**config.mk**
```make
export PLATFORM = sky130hd
export DESIGN_NAME = udtb_base_regs
export DESIGN_NICKNAME = d
export VERILOG_FILES = /design/src/include/udtb_pkg.sv /design/src/include/udtb_field_if.sv /design/src/hw/udtb_base_regs.sv /design/src/hw/udtb_field.sv
export VERILOG_INCLUDE_DIRS = /design/src /design/src/include
export SDC_FILE = /design/constraint.sdc
export NUM_CORES = 1
export LEC_CHECK = 0
export ABC_AREA = 1
export BUFFER_PORTS_ARGS = -buffer_cell sky130_fd_sc_hd__buf_4
export CAP_MARGIN = 10
export CELL_PAD_IN_SITES_DETAIL_PLACEMENT = 2
export CELL_PAD_IN_SITES_GLOBAL_PLACEMENT = 2
export CORE_UTILIZATION = 25
export DETAILED_ROUTE_END_ITERATION = 16
export GPL_ROUTABILITY_DRIVEN = 0
export GPL_TIMING_DRIVEN = 0
export PLACE_DENSITY_LB_ADDON = 0.1
export SYNTH_ARGS = -nofsm -noshare
export SYNTH_HDL_FRONTEND = slang
export SYNTH_SLANG_ARGS = --single-unit
```
**constraint.sdc**
```tcl
create_clock -name clk -period 1.37 [get_ports clk]
set_input_delay 0.274 -clock clk [delete_from_list [all_inputs] [get_ports clk]]
set_output_delay 0.274 -clock clk [all_outputs]
set_load 0.02 [all_outputs]
```
**src/include/udtb_defs.svh**
```systemverilog
`ifndef UDTB_DEFS_SVH
`define UDTB_DEFS_SVH

// Register byte offsets on the plain register port
`define UDTB_OFF_LOW      8'h00
`define UDTB_OFF_MID      8'h04
`define UDTB_OFF_HIGH     8'h08

// Implemented bits of each 8-bit field
`define UDTB_MASK_LOW     8'hFE
`define UDTB_MASK_MID     8'hFF
`define UDTB_MASK_HIGH    8'hFF

// Reset value of every implemented field
`define UDTB_FIELD_RST    8'h00

// Reset value of the read data register
`define UDTB_RDATA_RST    32'h0000_0000

// Field positions inside the assembled table base
`define UDTB_LOW_LSB      9
`define UDTB_MID_LSB      16
`define UDTB_HIGH_LSB     24

// Alignment of the table: low address bits forced to zero
`define UDTB_ALIGN_BITS   9
`define UDTB_ALIGN_ZERO   9'h000

// Register count
`define UDTB_NUM_REGS     3

`endif

```
**src/include/udtb_pkg.sv**
```systemverilog
package udtb_pkg;

	// Register selected by a bus address
	typedef enum logic [1:0] {
		UDTB_SEL_LOW  = 2'b00,
		UDTB_SEL_MID  = 2'b01,
		UDTB_SEL_HIGH = 2'b10,
		UDTB_SEL_NONE = 2'b11
	} udtb_sel_t;

	// One stored byte-wide field
	typedef logic [7:0] udtb_field_t;

endpackage

```
**src/include/udtb_field_if.sv**
```systemverilog
// Link between the bus decoder and one stored field
interface udtb_field_if;
	logic                 wrEn;    // Write this field now
	udtb_pkg::udtb_field_t wrVal;  // Byte to store
	udtb_pkg::udtb_field_t curVal; // Stored value, masked

	// Field storage side
	modport store (
		input  wrEn,
		input  wrVal,
		output curVal
	);

	// Decoder side
	modport ctrl (
		output wrEn,
		output wrVal,
		input  curVal
	);
endinterface

```
**src/hw/udtb_base_regs.sv**
```systemverilog
// The address map and strobed register access are this design's own decisions.
`include "udtb_defs.svh"

// Functional notes
// low register bits 7:1 give base 15:9
// low register bit 0 reads zero
// mid register bits 7:0 give base 23:16
// high register bits 7:0 give base 31:24
// base is 512-byte aligned, bits 8:0 zero
// assembled base drives table start address
// register bits 31:8 read zero, ignore writes
// implemented bits read/write, reset to zero
module udtb_base_regs
	import udtb_pkg::*;
#(
	parameter int ADDR_W = 8 // Register address width
) (
	// Clock and reset
	input  logic               clk,
	input  logic               rst_n,
	// Register port
	input  logic [ADDR_W-1:0]  regAddr,
	input  logic [31:0]        wrData,
	input  logic               wrStrobe,
	input  logic               rdStrobe,
	output logic [31:0]        rdData,
	// Descriptor table start for the USB engine
	output logic [31:0]        tableBase
);

	// Offsets must fit the address width
	if (ADDR_W < 4) begin : gCheck
		$error("udtb_base_regs: ADDR_W must be at least 4");
	end

	// Map an address onto a register; used by write and read paths
	function automatic udtb_sel_t decodeSel(
		input logic [ADDR_W-1:0] a
	);
		udtb_sel_t s;
		s = UDTB_SEL_NONE;
		if (a == ADDR_W'(`UDTB_OFF_LOW)) begin
			s = UDTB_SEL_LOW;
		end else if (a == ADDR_W'(`UDTB_OFF_MID)) begin
			s = UDTB_SEL_MID;
		end else if (a == ADDR_W'(`UDTB_OFF_HIGH)) begin
			s = UDTB_SEL_HIGH;
		end
		return s;
	endfunction

	// Implemented-bit mask per register index
	function automatic udtb_field_t fieldMask(input int idx);
		udtb_field_t m;
		case (idx)
			0:       m = `UDTB_MASK_LOW;
			1:       m = `UDTB_MASK_MID;
			default: m = `UDTB_MASK_HIGH;
		endcase
		return m;
	endfunction

	udtb_sel_t   wrSel;   // Register hit by a write
	udtb_sel_t   rdSel;   // Register hit by a read
	logic [31:0] rdData_q; // Read data, one cycle after strobe
	logic [31:0] rdData_d; // Next read data

	// Field links, index 0 low, 1 mid, 2 high
	udtb_field_if fldIf [`UDTB_NUM_REGS] ();

	// Same decode for writes and reads, so they never disagree
	assign wrSel = decodeSel(regAddr);
	assign rdSel = decodeSel(regAddr);

	// Field storage; one instance per register
	for (genvar i = 0; i < `UDTB_NUM_REGS; i++) begin : gFld
		// only the low byte of wrData is ever offered
		assign fldIf[i].wrVal = wrData[7:0];
		// write enable from the address decode
		assign fldIf[i].wrEn  = wrStrobe && (wrSel == udtb_sel_t'(i));
		// mask keeps bit 0 of the low field at zero
		udtb_field #(
			.IMPL_MASK (fieldMask(i))
		) udtb_field_inst (
			.clk   (clk),
			.rst_n (rst_n),
			.fld   (fldIf[i])
		);
	end

	// Read mux; data stands only in the cycle after the strobe
	always_comb begin
		rdData_d = 32'h0000_0000;
		if (rdStrobe) begin
			// upper 24 bits always zero
			case (rdSel)
				UDTB_SEL_LOW:  rdData_d = {24'h00_0000, fldIf[0].curVal};
				UDTB_SEL_MID:  rdData_d = {24'h00_0000, fldIf[1].curVal};
				UDTB_SEL_HIGH: rdData_d = {24'h00_0000, fldIf[2].curVal};
				// Unmapped addresses read as zero
				default:       rdData_d = 32'h0000_0000;
			endcase
		end
	end

	// Read data register
	always_ff @(posedge clk or negedge rst_n) begin
		if (!rst_n) begin
			rdData_q <= `UDTB_RDATA_RST;
		end else begin
			rdData_q <= rdData_d;
		end
	end

	// Port copy of the read register
	assign rdData = rdData_q;

	// assembled base from the stored fields
	// bits 8:0 tied to zero, table is 512-byte aligned
	// low field bits 7:1 become base bits 15:9
	// mid field becomes base bits 23:16
	// high field becomes base bits 31:24
	// Bits 31:9 come straight from field flops and bits 8:0 are constant, so no glitch
	assign tableBase = {
		fldIf[2].curVal,
		fldIf[1].curVal,
		fldIf[0].curVal[7:1],
		`UDTB_ALIGN_ZERO
	};

	logic first_q; // High in the first cycle after reset release
	logic first_d; // Next value: low once out of reset

	// Next value of the marker
	always_comb begin
		first_d = 1'h0;
	end

	// Marks the first edge out of reset
	always_ff @(posedge clk or negedge rst_n) begin
		if (!rst_n) begin
			first_q <= 1'h1;
		end else begin
			first_q <= first_d;
		end
	end
endmodule // udtb_base_regs

```
**src/hw/udtb_field.sv**
```systemverilog
`include "udtb_defs.svh"

// One byte-wide table-base field; unimplemented bits never store
module udtb_field
	import udtb_pkg::*;
#(
	parameter udtb_field_t IMPL_MASK = `UDTB_MASK_MID
) (
	// Clock and reset
	input  logic         clk,
	input  logic         rst_n,
	// Decoder link
	udtb_field_if.store  fld
);

	udtb_field_t val_q; // Stored field
	udtb_field_t val_d; // Next value

	// Next value: masked write, else hold
	always_comb begin
		val_d = val_q;
		if (fld.wrEn) begin
			val_d = fld.wrVal & IMPL_MASK;
		end
	end

	// Storage, cleared at power-on reset
	always_ff @(posedge clk or negedge rst_n) begin
		if (!rst_n) begin
			val_q <= `UDTB_FIELD_RST;
		end else begin
			val_q <= val_d;
		end
	end

	assign fld.curVal = val_q;

endmodule // udtb_field

```
Word level (Yosys, flattened, before mapping):

Index checks and enable logic that the tools add are counted.

* register bits after elaboration: 55
* word-level logic and storage cells: 18
* input port bits: 44

* eq/ne operators: 4
* multiplexer cells: 5
* reductions and logical operators: 5

Operator list (number)
* one-hot mux 8 bit (3 select lines): 1
* == test 8 x 3 -> 1 bit (second input constant): 1
* == test 8 x 4 -> 1 bit (second input constant): 1
* logical NOT 8 bit: 1
* two-way mux 8 bit: 1
* two-way mux 2 bit: 2
* logical AND 1 bit: 3
* == test 2 x 1 -> 1 bit (second input constant): 1
* == test 2 bit (second input constant): 1
* logical NOT 2 bit: 1
* two-way mux 1 bit: 1

Logic depth before layout (Yosys ltp):

* word-level depth: 7
* depth in mapped cells: 8

Cells and area by module:

A second synthesis with hierarchy kept.

* cells, all modules: 220
* area total of the unflattened synthesis: 1854.3 um^2

By module, submodules not included
* udtb_base_regs: area an instance 963.4 um^2, cells each 120, instances 1, sequential area each 200.2 um^2
* udtb_field at gFld[1].udtb_field_inst ...: area an instance 305.3 um^2, cells each 34, instances 2, sequential area each 200.2 um^2
* udtb_field at gFld[0].udtb_field_inst: area an instance 280.3 um^2, cells each 32, instances 1, sequential area each 175.2 um^2

Worst setup path after synthesis:

Ideal clock, no wire load.

* path type: input to register
* start: input port regAddr[0]
* end: register gFld[2].udtb_field_inst.val_q[0]
* path buffers: 0
* setup slack: 0.356 ns
* cell stages on the path: 6
* arrival time: 0.891 ns
* setup time: 0.123 ns
* required time: 1.247 ns
* path through: inv_2 > nand2_2 > nor2_8 > nand2_4 > o21ai_0 > nand2_1

* word-level cells in the longest chain between the ends: 6
* elaborated cells between the ends (all ways): 8

RTL lines
* start, declared: line udtb_base_regs.sv:22 `input logic [ADDR_W-1:0] regAddr,`
* == test 8 x 4 -> 1 bit: line udtb_base_regs.sv:46 `` end else if (a == ADDR_W'(`UDTB_OFF_HIGH)) begin ``
* two-way mux 1 bit: line udtb_base_regs.sv:46
* two-way mux 2 bit: line udtb_base_regs.sv:44 `` end else if (a == ADDR_W'(`UDTB_OFF_MID)) begin ``
* two-way mux 2 bit (*): line udtb_base_regs.sv:42 `` if (a == ADDR_W'(`UDTB_OFF_LOW)) begin ``
* == test 2 bit (*): line udtb_base_regs.sv:80 `assign fldIf[i].wrEn = wrStrobe && (wrSel == udtb_sel_t'(i));`
* logical AND 1 bit (*): line udtb_base_regs.sv:80
* end signal, assigned: line udtb_field.sv:30 `` val_q <= `UDTB_FIELD_RST; ``
* end signal, assigned: line udtb_field.sv:32 `val_q <= val_d;`
* end, declared: line udtb_field.sv:16 `udtb_field_t val_q;`

Every way passes the cells marked *; elsewhere a longest branch is shown, timed or not.
A chain may end at the register's enable or synchronous reset.

Worst setup path in the final report:

* start: register gFld[2].udtb_field_inst.val_q[2]
* end: output port tableBase[26]

RTL lines
* end, declared: line udtb_base_regs.sv:28 `output logic [31:0] tableBase`

No word-level cell between the ends.

==> metrics <==
outcome=completed; detailed router's first-iteration violation count=42; per-instance average area after synthesis=roughly 8.7 sq um; Horiz. Die Dim=about 87 microns; most frequent cells in the layout=buf_4, nand2_1, conb_1, dfrtp_1, nand3_1; kind of path behind the tightest hold check=primary input to register; count of non-filler cells in the finished layout=390; yosys warns=0; Worst Hold Margin=0.215 ns; depth of the CTS H-tree=2; via count=roughly 1600; sequential-to-total area share from yosys stat=43.3%; CTS buffer count=5; final worst-path cycle share=a little over four fifths; final worst setup slack=0.228 ns; setup repair after global routing missed its margin=no; number of optimization iterations in the first detailed-route pass=4; highest clock rate=~0.88 GHz; setup skew after layout=~0.0022 ns; FF+latch count, synth=31; starting density of the core=26.1%; worst setup slack before clock tree synthesis=-0.0225 ns; post-detailed-routing wire length=5.25 mm; maximum cell stage delay along the critical path=0.41 ns; Placement Cell Area=2390 sq um; portion of synthesized cell area occupied by the leading cell type=43.3%; overall overflow remaining after global route=0; overall die area=between 7000 and 8000 sq um; crit end category=output port; cell types with the largest area share after synthesis=dfrtp_1, buf_4, nand2_1; final number of max-transition violations=0; row count=30; number of inserted filler cells in the final layout=slightly above 800; core area=6870 sq um; number of antenna repair diodes=0; cells traversed along the worst timing path=buf_4; count of buffering cells on the critical path with inverters included=1; CP required=1.10 ns; remaining design rule violation count=0; cell type contributing the most total cell area after synthesis=dfrtp_1; maximum ir drop on the vdd rail=0.000233 V; synthesized instance count=a little over 200; layout cells sized above 1=38.8%; I/O Buffers=48; die height=86.7 microns; Worst-path clk slew=0.06 ns; DRT antenna net count=0; via count of the first global-routing pass=~1700; routed length per placed instance=13.5 microns; number of antenna violations at the first check in global routing=0; number of clock sinks seen by CTS=31; DPL Wire Length=between 3 and 4 mm; NumNets Final=339; global-route usage over all layers=15.1%; TritonCTS clock tree=done; post-DR vias/cell=around 4.1; post_cts resized=0; Finished Cell Area=2480 sq um; Cells after DPL=between 300 and 400; maximum number of pins on one net before global-route repair=32; most common library cell in the layout ignoring fill and taps=buf_4; endpoints failing hold=0; maximum net fanout on the critical path=3; time the worst path needs with I/O delays and setup=1.14 ns; kind of cell adding the most delay to the critical path=flip-flops; Boundary Pins=about 110; global-route wire length before repair=8.31 mm; leakage power figure=1.53 nW; root buffer cell=clkbuf_8; Max Root-Sink Buffers=2; critical path data arrival time=0.87 ns; total standard cell area after synthesis=1790 sq um; growth of design area from synthesis to finish=38.1%; kind of launch point of the worst setup path=register; power per cell area=830 nW/um^2; slowest library cell on the worst path=dfrtp_1; total of max-cap violations=0; post-synthesis cell type count=19; Clk Latency, worst-skew pair=around 0.28 ns; Crit Path Category=register to output port; total setup violations reported at the end of the flow=0
[routing by layer]
layer / wire length, microns / vias up / GRT usage (%)
met4: 80 / 0 / 5.00
met3: 311 / 7 / 3.62
met5: 0 / - / 0
met1: 2090 / 785 / 17.1
met2: 2770 / 57 / 27.8
li1: - / 763 / -
[synth_stat cells]
| library cell | count |
|---|---|
| nand2_1 | 59 |
| buf_4 | 35 |
| dfrtp_1 | 31 |
| nand3_1 | 26 |
| o21ai_0 | 16 |
| inv_1 | 9 |
| nand2_2 | 6 |
| nand3_2 | 4 |
| nor2_8 | 4 |
| nand2_4 | 3 |
| nor2_4 | 3 |
| inv_2 | 2 |
| inv_6 | 2 |
| nor2_1 | 2 |
| a21boi_1 | 1 |
| buf_6 | 1 |
| clkbuf_1 | 1 |
| clkbuf_2 | 1 |
| conb_1 | 1 |
[power breakdown]
part	internal (mW)	switching, mW
registers	0.948	0.0283
clock network	0.338	0.323
logic	0.164	0.254
total	1.45	0.605
[per-stage QoR]
step                      total power, mW  util (%)  setup TNS, ns
final                                2.05      36.0              0
after global routing                 2.14      36.0              0
after CTS                            2.08      36.0              0
after detailed placement             1.41      34.8        -0.0249
after global placement               1.40      34.8              0
after floorplan                      1.26         -              0
[flip-flops by register name, indices dropped and copies added, names as in the netlist]
signal	cells
gFld.udtb_field_inst.fld.curVal	23
rdData	8
[cells by family (layout without fill, tap and decap cells)]
logic type / Yosys count / count (layout) / share of synthesized area, %
AO/OA/AOI/OAI: 17 / 17 / 4.89
buffers and inverters: 51 / 106 / 19.1
flip-flops: 31 / 31 / 43.3
other: 1 / 33 / 0.209
AND/OR/NAND/NOR: 107 / 107 / 32.6
[final timing paths]
path                       depth (start not counted)                                    end                                  start  slack, ns
setup / recovery                                   1                          tableBase[26]  gFld[2].udtb_field_inst.fld.curVal[2]       0.23
hold / removal                                     3  gFld[1].udtb_field_inst.fld.curVal[5]                              wrData[5]       0.21
setup reg to reg                                   4                              rdData[1]  gFld[1].udtb_field_inst.fld.curVal[1]       0.53
hold reg to reg                                    2  gFld[0].udtb_field_inst.fld.curVal[7]  gFld[0].udtb_field_inst.fld.curVal[7]       0.51
max in group asynchronous                          2  gFld[2].udtb_field_inst.fld.curVal[5]                                  rst_n       0.59
min in group asynchronous                          2                              rdData[1]                                  rst_n       0.48
[final cells by class]
type / instances / area [sq um] / area share, %
multi-input cells: 157 / 796 / 32.1
flip-flops and latches: 31 / 776 / 31.3
repair buffers: 49 / 370 / 15.0
plain buffers: 38 / 283 / 11.4
well taps: 96 / 120 / 4.85
clock buffers: 6 / 72.6 / 2.93
inverters: 13 / 58.8 / 2.37
[timing repair]
action	CTS	global route
hold buffers	1	0
setup buffers	0	0
hold endpoints to repair	31	0
setup endpoints to repair	0	0
Note: power is estimated with default switching activity, not from simulation.
